`config.mk`:
```
export PLATFORM = sky130hd
export DESIGN_NAME = tws_core
export DESIGN_NICKNAME = d
export VERILOG_FILES = /design/src/shared/tws_pkg.sv /design/src/shared/tws_stream_if.sv /design/src/design/tws_core.sv /design/src/design/tws_fifo.sv
export VERILOG_INCLUDE_DIRS = /design/src /design/src/shared
export SDC_FILE = /design/constraint.sdc
export NUM_CORES = 1
export LEC_CHECK = 0
export BUFFER_PORTS_ARGS = -buffer_cell sky130_fd_sc_hd__buf_2
export CAP_MARGIN = 20
export CORE_ASPECT_RATIO = 0.75
export CORE_MARGIN = 1.5
export CORE_UTILIZATION = 50
export CTS_CLUSTER_SIZE = 14
export DETAILED_ROUTE_END_ITERATION = 16
export PLACE_DENSITY = 0.71
export SLEW_MARGIN = 20
export SYNTH_ARGS = -nofsm -noshare
export SYNTH_HDL_FRONTEND = slang
export SYNTH_SLANG_ARGS = --single-unit
```
`constraint.sdc`:
```
create_clock -name clk_sys_i -period 9.8 [get_ports clk_sys_i]
set_clock_uncertainty 0.05 [all_clocks]
set_input_delay 0.98 -clock clk_sys_i [delete_from_list [all_inputs] [get_ports clk_sys_i]]
set_output_delay 0.98 -clock clk_sys_i [all_outputs]
set_load 0.03 [all_outputs]
```
`src/shared/tws_regs.svh`:
```
`ifndef TWS_REGS_SVH
`define TWS_REGS_SVH

`define TWS_CLK_NS        25
`define TWS_T_LOW_NS      5000
`define TWS_LOW_CYC       ((`TWS_T_LOW_NS + `TWS_CLK_NS - 1) / `TWS_CLK_NS)
`define TWS_T_START_US    98.0
`define TWS_MODE_TWO_WIRE 2'h2
`define TWS_MODE_BIT_HI   3
`define TWS_MODE_BIT_LO   2
`define TWS_WL_RESET      3'h0
`define TWS_WL_FULL       4'h8
`define TWS_FIFO_DEPTH    4
`define TWS_DATA_W        8

`endif

```
`src/shared/tws_pkg.sv`:
```
package tws_pkg;
   typedef enum logic [2:0] {
      TWS_IDLE,
      TWS_START,
      TWS_LOW,
      TWS_HIGH,
      TWS_STOP_LOW,
      TWS_STOP_HIGH
   } tws_state_t;
   typedef logic [7:0] tws_byte_t;
endpackage

```
`src/shared/tws_stream_if.sv`:
```
`timescale 1ns/1ps
interface tws_stream_if #(parameter int WIDTH = 8);
   logic             valid;
   logic             ready;
   logic [WIDTH-1:0] data;
   modport src (output valid, output data, input ready);
   modport snk (input valid, input data, output ready);
endinterface

```
`src/design/tws_core.sv`:
```
`timescale 1ns/1ps
`include "tws_regs.svh"
module tws_core #(
   parameter int LOW_CYCLES = `TWS_LOW_CYC,
   parameter int FIFO_DEPTH = `TWS_FIFO_DEPTH
) (
   // Clock and reset
   input  wire logic       clk_sys_i,
   input  wire logic       reset_i,
   // Data buffer access
   input  wire logic       buf_wr_i,
   input  wire logic [7:0] buf_wdata_i,
   input  wire logic       buf_rd_i,
   output logic      [7:0] buf_rdata_o,
   output logic            buf_ready_o,
   // Control register b write
   input  wire logic       ctrl_b_wr_i,
   input  wire logic       master_select_i,
   input  wire logic       transmit_select_i,
   input  wire logic       bus_busy_wr_i,
   input  wire logic       service_pending_wr_i,
   input  wire logic [1:0] bus_mode_select_i,
   // Control register a and address register
   input  wire logic       reply_bit_mode_i,
   input  wire logic [2:0] clock_rate_select_i,
   input  wire logic       word_length_wr_i,
   input  wire logic [2:0] word_length_i,
   input  wire logic [6:0] own_address_i,
   input  wire logic       free_format_select_i,
   // Status
   output logic            serial_bus_irq_o,
   output logic            service_pending_n_o,
   output logic            master_select_o,
   output logic            transmit_select_o,
   output logic            bus_busy_flag_o,
   output logic            arbitration_lost_o,
   output logic            address_hit_flag_o,
   output logic            zero_address_flag_o,
   output logic            last_bit_seen_o,
   output logic [2:0]      word_length_o,
   // Open-drain bus pins
   input  wire logic       scl_i,
   output logic            scl_o,
   output logic            scl_oe_o,
   input  wire logic       sda_i,
   output logic            sda_o,
   output logic            sda_oe_o
);
   tws_pkg::tws_state_t state, next_state;
   logic [15:0]       cnt, next_cnt;
   logic [3:0]        bitcnt, next_bitcnt;
   tws_pkg::tws_byte_t shreg, next_shreg, rxbuf, next_rxbuf;
   logic [2:0]        wl, next_wl;
   logic [1:0]        mode, next_mode;
   logic pin, next_pin, master_select, next_mst, transmit_select, next_trx, bb, next_bb;
   logic al, next_al, address_hit_flag, next_aas, ad0, next_ad0, last_bit_seen, next_lrb;
   logic irq, next_irq, addressed, next_addressed, lost, next_lost;
   logic addr_phase, next_addr_phase, dir, next_dir;
   logic load_pend, next_load_pend, stop_pend, next_stop_pend;
   logic start_pend, next_start_pend;
   logic scl_oe, next_scl_oe, sda_oe, next_sda_oe, scl_q, sda_q;

   logic        enable, scl_rise, scl_fall, start_det, stop_det;
   logic        buf_touch, word_end, data_bit, ack_bit, match, low_done;
   logic        pop;
   logic [3:0]  nbits, total;
   logic [15:0] low_lim;

   tws_stream_if #(.WIDTH(`TWS_DATA_W)) tx_in ();
   tws_stream_if #(.WIDTH(`TWS_DATA_W)) tx_out ();

   // Written bytes queue up until the shifter is allowed to take one
   assign tx_in.valid  = buf_wr_i;
   assign tx_in.data   = buf_wdata_i;
   assign tx_out.ready = pop;

   tws_fifo #(
      .WIDTH (`TWS_DATA_W),
      .DEPTH (FIFO_DEPTH)
   ) u_fifo (
      .clk_sys_i (clk_sys_i),
      .reset_i   (reset_i),
      .in_s      (tx_in),
      .out_s     (tx_out)
   );

   // Bus events and word framing
   assign enable    = (mode == `TWS_MODE_TWO_WIRE);
   assign scl_rise  = scl_i & ~scl_q;
   assign scl_fall  = ~scl_i & scl_q;
   assign start_det = scl_i & scl_q & sda_q & ~sda_i;
   assign stop_det  = scl_i & scl_q & ~sda_q & sda_i;
   assign buf_touch = buf_wr_i | buf_rd_i;
   assign nbits     = (wl == 3'h0) ? `TWS_WL_FULL : {1'b0, wl};
   assign total     = nbits + {3'h0, reply_bit_mode_i};
   assign data_bit  = (bitcnt < nbits);
   assign ack_bit   = (bitcnt == nbits) & reply_bit_mode_i;
   assign word_end  = scl_fall & (bitcnt == total) & bb;
   assign match     = ~free_format_select_i
                      & ((shreg[7:1] == own_address_i) | (shreg == 8'h00));
   // Divider: one low period, scaled by the rate select
   assign low_lim   = 16'(LOW_CYCLES) << clock_rate_select_i;
   assign low_done  = (cnt >= low_lim - 16'h0001);
   assign pop       = load_pend & pin & transmit_select & tx_out.valid & (~scl_i | start_pend)
                      & (master_select | addressed);

   // Next values of the whole engine
   always_comb begin
      next_state      = state;
      next_cnt        = cnt;
      next_bitcnt     = bitcnt;
      next_shreg      = shreg;
      next_rxbuf      = rxbuf;
      next_wl         = wl;
      next_mode       = mode;
      next_pin        = pin;
      next_mst        = master_select;
      next_trx        = transmit_select;
      next_bb         = bb;
      next_al         = al;
      next_aas        = address_hit_flag;
      next_ad0        = ad0;
      next_lrb        = last_bit_seen;
      next_irq        = 1'b0;
      next_addressed  = addressed;
      next_lost       = lost;
      next_addr_phase = addr_phase;
      next_dir        = dir;
      next_load_pend  = load_pend;
      next_stop_pend  = stop_pend;
      next_start_pend = start_pend;
      next_scl_oe     = scl_oe;
      next_sda_oe     = sda_oe;

      // Software side; clears come first so hardware sets win
      if (buf_touch) begin
         next_pin = 1'b1;
         next_aas = 1'b0;
      end
      if (buf_touch | ctrl_b_wr_i) begin
         next_al = 1'b0;
      end
      if (word_length_wr_i) begin
         next_wl = word_length_i;
      end
      if (ctrl_b_wr_i) begin
         next_mode = bus_mode_select_i;
         if (service_pending_wr_i) begin
            next_pin = 1'b1;  // Zero is ignored
         end
         if (master_select_i & transmit_select_i & service_pending_wr_i) begin
            if (bus_busy_wr_i & ~bb) begin
               next_mst        = 1'b1;
               next_trx        = 1'b1;
               next_start_pend = 1'b1;
               next_load_pend  = 1'b1;
            end else if (~bus_busy_wr_i & bb & master_select) begin
               next_stop_pend = 1'b1;
            end
         end else begin
            next_mst = master_select_i;
            next_trx = transmit_select_i;
         end
      end

      // Shifter takes a byte while SCL is low, or idle before a start
      if (pop) begin
         next_shreg     = tx_out.data;
         next_load_pend = 1'b0;
         if (addr_phase | start_pend) begin
            next_dir = tx_out.data[0];
         end
      end

      // Bit sampling and arbitration at the rising edge
      if (scl_rise & bb) begin
         next_lrb = sda_i;
         if (data_bit) begin
            next_shreg  = {shreg[6:0], sda_i};
            if (master_select & transmit_select & ~sda_oe & ~sda_i) begin
               next_al     = 1'b1;
               next_mst    = 1'b0;
               next_trx    = 1'b0;
               next_lost   = 1'b1;
               next_state  = tws_pkg::TWS_IDLE;
               next_scl_oe = 1'b0;
               next_sda_oe = 1'b0;
            end
         end
         next_bitcnt = bitcnt + 4'h1;
      end

      // End of a word, acknowledge slot included
      if (word_end) begin
         next_bitcnt     = 4'h0;
         next_rxbuf      = shreg;
         next_addr_phase = 1'b0;
         if (master_select) begin
            next_irq       = 1'b1;
            next_pin       = 1'b0;
            next_load_pend = 1'b1;
            // Ack taken at the ninth rise; SDA is already free at the fall
            if (addr_phase & ~last_bit_seen) begin
               next_trx = ~dir;
            end
         end else if (addr_phase) begin
            next_ad0 = (shreg == 8'h00);
            if (free_format_select_i) begin
               next_aas       = 1'b1;
               next_addressed = 1'b1;
               next_irq       = 1'b1;
               next_pin       = 1'b0;
            end else if (match) begin
               next_aas       = 1'b1;
               next_addressed = 1'b1;
               next_trx       = shreg[0] & (shreg != 8'h00);
               next_load_pend = 1'b1;
               next_irq       = 1'b1;
               next_pin       = 1'b0;
            end else if (lost) begin
               next_irq = 1'b1;  // Flag left alone
            end
            next_lost = 1'b0;
         end else if (addressed) begin
            next_irq       = 1'b1;
            next_pin       = 1'b0;
            next_load_pend = transmit_select;
         end else if (lost) begin
            next_irq  = 1'b1;
            next_lost = 1'b0;
         end
      end

      // SDA driving decided while SCL is low
      if (~scl_i & bb & (state != tws_pkg::TWS_STOP_LOW)) begin
         next_sda_oe = enable & (
            (transmit_select & data_bit & ~shreg[7] & (master_select | addressed))
            | (ack_bit & ~transmit_select & (master_select ? ~addr_phase
                                     : (addr_phase ? match : addressed))));
      end

      // Bus state monitor
      if (start_det) begin
         next_bb         = 1'b1;
         next_wl         = `TWS_WL_RESET;
         next_ad0        = 1'b0;
         next_bitcnt     = 4'h0;
         next_addr_phase = 1'b1;
         next_addressed  = 1'b0;
      end
      if (stop_det) begin
         next_bb         = 1'b0;
         next_ad0        = 1'b0;
         next_mst        = 1'b0;
         next_trx        = 1'b0;
         next_addressed  = 1'b0;
         next_addr_phase = 1'b0;
         next_stop_pend  = 1'b0;
         next_lost       = 1'b0;
      end

      // Clock generation and stretching
      next_cnt = cnt + 16'h0001;
      case (state)
         tws_pkg::TWS_IDLE: begin
            next_cnt = 16'h0000;
            if (start_pend & enable & ~pop & ~load_pend) begin
               next_state      = tws_pkg::TWS_START;
               next_sda_oe     = 1'b1;
               next_start_pend = 1'b0;
            end else if (~master_select & bb & ~pin & ~scl_i) begin
               next_scl_oe = 1'b1;  // Slave stretch
            end else if (scl_oe & pin) begin
               next_cnt = cnt + 16'h0001;
               if (low_done) begin
                  next_scl_oe = 1'b0;
               end
            end
         end
         tws_pkg::TWS_START: begin
            if (low_done) begin
               next_state  = tws_pkg::TWS_LOW;
               next_scl_oe = 1'b1;
               next_cnt    = 16'h0000;
            end
         end
         tws_pkg::TWS_LOW: begin
            if (~pin | load_pend & transmit_select) begin
               next_cnt = 16'h0000;  // SCL held while pending
            end else if (low_done) begin
               next_cnt    = 16'h0000;
               next_scl_oe = 1'b0;
               next_state  = stop_pend ? tws_pkg::TWS_STOP_HIGH
                                       : tws_pkg::TWS_HIGH;
            end
            if (stop_pend & pin & ~low_done) begin
               next_sda_oe = 1'b1;
               next_state  = tws_pkg::TWS_STOP_LOW;
            end
         end
         tws_pkg::TWS_HIGH: begin
            if (~scl_i) begin
               next_cnt = 16'h0000;  // Another master holds it low
            end else if (low_done | (scl_fall)) begin
               next_cnt    = 16'h0000;
               next_scl_oe = 1'b1;
               next_state  = tws_pkg::TWS_LOW;
            end
         end
         tws_pkg::TWS_STOP_LOW: begin
            next_sda_oe = 1'b1;
            if (low_done) begin
               next_cnt    = 16'h0000;
               next_scl_oe = 1'b0;
               next_state  = tws_pkg::TWS_STOP_HIGH;
            end
         end
         tws_pkg::TWS_STOP_HIGH: begin
            if (~scl_i) begin
               next_cnt = 16'h0000;  // Waits for a stretched SCL
            end else if (low_done) begin
               next_sda_oe = 1'b0;
               next_state  = tws_pkg::TWS_IDLE;
            end
         end
         default: begin
            next_state = tws_pkg::TWS_IDLE;
         end
      endcase

      // Leaving two-wire mode frees both lines
      if (~enable) begin
         next_state  = tws_pkg::TWS_IDLE;
         next_scl_oe = 1'b0;
         next_sda_oe = 1'b0;
      end
   end

   always_ff @(posedge clk_sys_i) begin
      if (reset_i) begin
         state      <= tws_pkg::TWS_IDLE;
         cnt        <= 16'h0000;
         bitcnt     <= 4'h0;
         shreg      <= 8'h00;
         rxbuf      <= 8'h00;
         wl         <= `TWS_WL_RESET;
         mode       <= 2'h0;
         pin        <= 1'b1;
         {master_select, transmit_select, bb, al, address_hit_flag, ad0, last_bit_seen, irq} <= 8'h00;
         {addressed, lost, addr_phase, dir}     <= 4'h0;
         {load_pend, stop_pend, start_pend}     <= 3'h0;
         {scl_oe, sda_oe} <= 2'h0;
         {scl_q, sda_q}   <= 2'h3;
      end else begin
         state      <= next_state;
         cnt        <= next_cnt;
         bitcnt     <= next_bitcnt;
         shreg      <= next_shreg;
         rxbuf      <= next_rxbuf;
         wl         <= next_wl;
         mode       <= next_mode;
         pin        <= next_pin;
         {master_select, transmit_select, bb, al, address_hit_flag, ad0, last_bit_seen, irq} <=
            {next_mst, next_trx, next_bb, next_al, next_aas, next_ad0,
             next_lrb, next_irq};
         {addressed, lost, addr_phase, dir} <=
            {next_addressed, next_lost, next_addr_phase, next_dir};
         {load_pend, stop_pend, start_pend} <=
            {next_load_pend, next_stop_pend, next_start_pend};
         {scl_oe, sda_oe} <= {next_scl_oe, next_sda_oe};
         {scl_q, sda_q}   <= {scl_i, sda_i};
      end
   end

   // Outputs taken straight from flops; pins only ever pull low
   assign buf_rdata_o         = rxbuf;
   assign buf_ready_o         = tx_in.ready;
   assign serial_bus_irq_o    = irq;
   assign service_pending_n_o = pin;
   assign master_select_o     = master_select;
   assign transmit_select_o   = transmit_select;
   assign bus_busy_flag_o     = bb;
   assign arbitration_lost_o  = al;
   assign address_hit_flag_o  = address_hit_flag;
   assign zero_address_flag_o = ad0;
   assign last_bit_seen_o     = last_bit_seen;
   assign word_length_o       = wl;
   assign scl_o               = 1'b0;
   assign scl_oe_o            = scl_oe;
   assign sda_o               = 1'b0;
   assign sda_oe_o            = sda_oe;
endmodule

```
`src/design/tws_fifo.sv`:
```
`timescale 1ns/1ps
module tws_fifo #(
   parameter int WIDTH = 8,
   parameter int DEPTH = 4
) (
   // Clock and reset
   input  wire logic  clk_sys_i,
   input  wire logic  reset_i,
   // Fill and drain sides
   tws_stream_if.snk  in_s,
   tws_stream_if.src  out_s
);
   localparam int AW = $clog2(DEPTH);

   logic [WIDTH-1:0] mem [DEPTH];
   logic [AW-1:0]    wr_ptr, next_wr_ptr, rd_ptr, next_rd_ptr;
   logic [AW:0]      count, next_count;
   logic             not_full, next_not_full;
   logic             push, pop;

   // Handshakes; not_full kept as a flop so ready is clean
   assign push        = in_s.valid & not_full;
   assign pop         = out_s.ready & (count != '0);
   assign in_s.ready  = not_full;
   assign out_s.valid = (count != '0);
   assign out_s.data  = mem[rd_ptr];

   // Pointer and level update
   always_comb begin
      next_wr_ptr   = wr_ptr;
      next_rd_ptr   = rd_ptr;
      next_count    = count;
      if (push) begin
         next_wr_ptr = (wr_ptr == AW'(DEPTH - 1)) ? '0 : wr_ptr + 1'b1;
      end
      if (pop) begin
         next_rd_ptr = (rd_ptr == AW'(DEPTH - 1)) ? '0 : rd_ptr + 1'b1;
      end
      next_count    = count + (AW+1)'(push) - (AW+1)'(pop);
      next_not_full = (next_count != (AW+1)'(DEPTH));
   end

   always_ff @(posedge clk_sys_i) begin
      if (reset_i) begin
         wr_ptr   <= '0;
         rd_ptr   <= '0;
         count    <= '0;
         not_full <= 1'b1;
      end else begin
         wr_ptr   <= next_wr_ptr;
         rd_ptr   <= next_rd_ptr;
         count    <= next_count;
         not_full <= next_not_full;
      end
   end

   // Storage needs no reset
   always_ff @(posedge clk_sys_i) begin
      if (push) begin
         mem[wr_ptr] <= in_s.data;
      end
   end
endmodule

```
# Word-level counts from Yosys, hierarchy flattened
# Memory sizes are Yosys's and may differ from the RTL's. A register that Yosys moved wholly into a read port is not among the register bits.
# Index checks and enable logic that the tools add are counted.
[classes] addsub=8 n_lt_le_gt_ge=2 n_eq_ne=13 shifts=1 n_mux=127 bitwise_logic=77 reduce_logical=18
[ops] op="$mux 16" n=8
[ops] op="$mux 1" n=93
[ops] op="$pmux 16 s5" n=1
[ops] op="$and 1x1->1" n=47
[ops] op="$mux 3" n=14
[ops] op="$mux 8" n=3
[ops] op="$not 1->1" n=21
[ops] op="$pmux 3 s6" n=1
[ops] op="$add 16x1->16 const B" n=1
[ops] op="$ge 16x16->1" n=1
[ops] op="$shl 8x3->16 const A" n=1
[ops] op="$sub 16x1->16 const B" n=1
[ops] op="$reduce_or 2->1" n=5
[ops] op="$or 1x1->1" n=9
[ops] op="$eq 4x4->1" n=2
[ops] op="$logic_not 8->1" n=1
[ops] op="$mux 2" n=4
[ops] op="$reduce_and 4->1" n=2
[ops] op="$reduce_bool 8->1" n=1
[ops] op="$eq 7x7->1" n=1
[ops] op="$eq 2x2->1 const B" n=3
[ops] op="$eq 3x2->1 const B" n=2
[ops] op="$eq 3x3->1 const B" n=2
[ops] op="$logic_not 3->1" n=2
[ops] op="16 further kinds" n=20
[totals] ff_bits=72 ram_bits=32 inputBits=37 out_inout_bits=25 elab_cells=278 mem_count=1
[mem_list] memory="u_fifo.mem" words=4 word_bits=8 rd=1 rd_ports_with_merged_regs=1 write_ports=1 line_no="tws_fifo.sv:15" text="logic [WIDTH-1:0] mem [DEPTH];"

# Depth between registers and ports, before layout
[logic_depth] ltp_word=13 mapped_depth=16 mapped_depth_nobuf=15

# By module
# Synthesis repeated with hierarchy kept, for this count alone.
[hier_totals] hier_cells=571 area_unflattened_um2=5756.8
[modules_own_cells] module="tws_core" n_inst=1 cells_each=481 area_per_inst_um2=4091.4 seq_area_each_um2=1281.2
[modules_own_cells] module="tws_fifo" n_inst=1 cells_each=90 area_per_inst_um2=1665.3 seq_area_each_um2=1161.1

# Worst setup path after synthesis
# OpenSTA, ideal clock, no wires.
[synth_path] kind="input port to flip-flop" startpoint="input port clock_rate_select_i[1]" endpoint="register state[0]" setup_ns=0.095 t_arrival_ns=3.885 t_required_ns=9.655 path_slack_ns=5.770 stages=15 path_buffers=1 path_cell_list="inv_1 ha_1 clkbuf_1 or4_1 nand2_1 o21ai_0 a21oi_1 a211oi_1 ha_1 and4_1 nand3_1 o221ai_1 a21oi_1 or3_1 a221oi_1"
[synth_via] elab_chain_len=7 word_cells_on_any_way=16 classes_between="add/sub: 1; order compare: 1; shift: 1; mux: 10; bitwise: 3"
[synth_lines] item="start: declaration" line_no="tws_core.sv:25" text="input wire logic [2:0] clock_rate_select_i,"
[synth_lines] item="$shl 8x3->16 (*)" line_no="tws_core.sv:102" text="assign low_lim = 16'(LOW_CYCLES) << clock_rate_select_i;"
[synth_lines] item="$sub 16x1->16 (*)" line_no="tws_core.sv:103" text="assign low_done = (cnt >= low_lim - 16'h0001);"
[synth_lines] item="$ge 16x16->1 (*)" line_no="tws_core.sv:103"
[synth_lines] item="$or 1x1->1, or another cell as far along" line_no="tws_core.sv:304" text="end else if (low_done | (scl_fall)) begin"
[synth_lines] item="$mux 3, or another cell as far along" line_no="tws_core.sv:304"
[synth_lines] item="$mux 3 (on tied branches)" line_no="tws_core.sv:302, tws_core.sv:296"
[synth_lines] item="$pmux 3 s6 (*)" line_no="tws_core.sv:264" text="case (state)"
[synth_lines] item="end signal: assignment" line_no="tws_core.sv:341" text="state <= tws_pkg::TWS_IDLE;"
[synth_lines] item="end signal: assignment" line_no="tws_core.sv:355" text="state <= next_state;"
[synth_lines] item="end: declaration" line_no="tws_core.sv:49" text="tws_pkg::tws_state_t state, next_state;"
# Every way passes the cells marked *; elsewhere a longest branch is shown, timed or not.
# A chain may end at the register's enable or synchronous reset.

# Worst setup path in the final report
# Same ends and word-level chain as after synthesis.

==> flow_metrics.tcl <==
set metrics [dict create \
    drive_gt1_share_pct 14.8 \
    fin_util_pct 57.1 \
    yosys_warnings 0 \
    power_mw 0.967 \
    leakage_nw 2.56 \
    netlist.area_leader.share_pct 26.8 \
    maxCapViolations 0 \
    start_util_pct 50.8 \
    gp_congestion 0.881 \
    cts-buffers-inserted 9 \
    gr-total-overflow 0 \
    syn_area_sq_mm 0.00552 \
    relSlewSlack_pct 50.3 \
    syn2layout_area_growth_pct 12.3 \
    drt-pass1-iter-count 5 \
    postRouteAntennaNets 0 \
    worstSetupEndpointType "flop" \
    synthArstFlopShare_pct 0 \
    synthCells 570 \
    num_rows 33 \
    dp_cells 744 \
    cts_tree "done" \
    grt_pass1_vias 4001 \
    min_path_type "reg -> reg" \
    fin_crit_sh_pct 45.0 \
    ys_seq_elements 106 \
    crit_buf_inv 2 \
    die_area_sq_mm 0.0117 \
    rsz0062_at_grt "false" \
    cts.sinks 106 \
    synth-edff-count 32 \
    crit_chain "buf_2, inv_1, ha_1, nand2b_1, ha_1, nor3b_1, o21ai_0, xnor2_1, nand2_1, ha_1, and4_1, a21oi_1, o221ai_1, a21oi_1, a31oi_1, a221oi_1" \
    viasPerCell 5.64 \
    cp.required_ns 10.01 \
    worstPathArrival_ns 4.62 \
    final_common_cell "nor2_1" \
    avgSynthCellArea_sq_um 9.68 \
    ir_worst_vdd_v 0.0000968 \
    port-buffer-count 59 \
    cts_resized 0 \
    power_per_cell_area_mw_per_mm2 156 \
    worst_pin_slew_ns 0.746 \
    mostFrequentLayoutCells "nor2_1 (76), dfxtp_1 (74), buf_2 (59), nand2_1 (44), ha_1 (34)" \
    track_usage_pct 20.8 \
    hold_buffers 0 \
    hold_viol_final 0 \
    hpwl_mm 8.70 \
    clk_pin_slew_worst_paths_ns 0.08 \
    drv_slew 0 \
    diodes 0 \
    ys.flop_type "dfxtp_1" \
    core_area_sq_mm 0.0109 \
    final.min_clock_period_ns 4.41 \
    finalSetupViolCount 0 \
    worstRegToRegCells 12 \
    ios 62 \
    cp_max_fo 10 \
    post_drt_wl_per_cell_um 15.6 \
    crit_cells 16 \
    cts_buffer_depth 2 \
    ys_top_cells_by_area "dfxtp_1 (27%), edfxtp_1 (17%), ha_1 (7.7%)" \
    die_h_um 94.0 \
    hold_depth 1 \
    clk_latency_ns 0.36 \
    synth_top_area_cell "dfxtp_1" \
    drc 0 \
    clockRootBuffer "clkbuf_16" \
    cts_setup_buffers 0 \
    setup-tns-final_ns 0 \
    ys_types 60 \
    cpMostUsedCell "ha_1" \
    crit_slowest_cell "a21oi_1" \
    crit_type "in -> reg" \
    vias 4283 \
    grt_pass1_wl_mm 19.4 \
    h-tree-depth 3 \
    die_w_um 124 \
    status "completed" \
    critical_path.max_stage_delay_ns 0.64 \
    finalNetCount 687 \
    synth_seq_area_share_pct 44.2 \
    critPathLaunchType "primary input" \
    fmax_ghz 0.227 \
    antenna_found_initial 0 \
    routed_wl_mm 11.8 \
    drt-initial-drc-count 304 \
    finalNonFillerCells 760 \
    crit_family "compound AO/OA/AOI/OAI gates" \
    grt_max_degree 41 \
]
[path summary, 6_finish.rpt]
path                           from           endpoint  slack, ns
max          clock_rate_select_i[1]           state[0]       5.39
min                          cnt[0]             cnt[0]       0.41
max reg2reg       transmit_select_o  u_fifo.in_s.ready       6.49
min reg2reg                  cnt[0]             cnt[0]       0.41
[per-layer routing]
metal / global-route usage (%) / wire [um] / vias to the layer above / part of all wire, %
li1: - / - / 2122 / -
met1: 29.3 / 5760 / 2026 / 49
met2: 31.6 / 5180 / 113 / 44
met3: 4.38 / 671 / 22 / 5.7
met4: 7.76 / 213 / 0 / 1.8
met5: 0 / 0 / - / 0
[cells in the mapped netlist, types with 3 or more instances]
| master | n |
|---|---|
| a211oi_1 | 10 |
| a21o_1 | 5 |
| a21oi_1 | 26 |
| a31oi_1 | 3 |
| a32oi_1 | 3 |
| a41oi_1 | 3 |
| and3_1 | 10 |
| buf_1 | 5 |
| buf_2 | 3 |
| clkbuf_1 | 15 |
| dfxtp_1 | 74 |
| edfxtp_1 | 32 |
| ha_1 | 34 |
| inv_1 | 25 |
| mux2i_1 | 21 |
| mux4_2 | 8 |
| nand2_1 | 44 |
| nand2b_1 | 9 |
| nand3_1 | 13 |
| nand3b_1 | 3 |
| nand4_1 | 8 |
| nor2_1 | 76 |
| nor2b_1 | 8 |
| nor3_1 | 10 |
| nor3b_1 | 5 |
| nor4_1 | 4 |
| o21a_1 | 7 |
| o21ai_0 | 18 |
| o221ai_1 | 4 |
| or2_2 | 3 |
| or3_1 | 5 |
| or4_1 | 3 |
| xnor2_1 | 26 |
| xor2_1 | 12 |
[registers in the layout, indices dropped and copies added, names as in the netlist, 2 cells and up, named ones only]
signal and cells:
u_fifo.count 3, u_fifo.rd_ptr 2, word_length_o 3, state 3, u_fifo.wr_ptr 2, shreg 8
buf_rdata_o 8, u_fifo.mem 32, bitcnt 4, cnt 16, mode 2
[layout make-up]
cell class              instances  area [sq um]
fillers                       939          4660
well taps                     140           175
flip-flops and latches        106          2440
repair buffers                 59           295
inverters                      25          93.8
multi-input cells             414          2870
clock buffers                   9           225
clock inverters                 7          97.6
[metrics by stage]
step                instance area, sq um  worst slack (ns)  hold slack (ns)
finish                              6200              5.39            0.414
global route                        6200              5.09            0.445
CTS                                 6200              5.46            0.418
detailed placement                  5880              5.08            0.400
global placement                    5880              5.35            0.390
floorplan                           5520              5.77            0.376
[cell families (layout without fill, tap and decap cells)]
family	count (synthesis)	count (layout)	share of synthesized area (%)
xor gates and xnor gates	38	38	6.03
adders and majority gates	35	35	8.07
muxes	30	30	7.28
DFF	106	106	44.2
and+or+nand+nor	210	210	18.7
AOI/OAI and AO/OA	98	98	11.8
other	2	3	0.136
buffers and inverters	51	100	3.81
[power by group]
| group | internal [mW] | switching (mW) | total, mW |
|---|---|---|---|
| sequential | 0.468 | 0.0115 | 0.480 |
| combinational | 0.0412 | 0.0581 | 0.0993 |
| clock | 0.207 | 0.181 | 0.388 |
| total | 0.716 | 0.251 | 0.967 |
(Power assumes the default switching activity.)
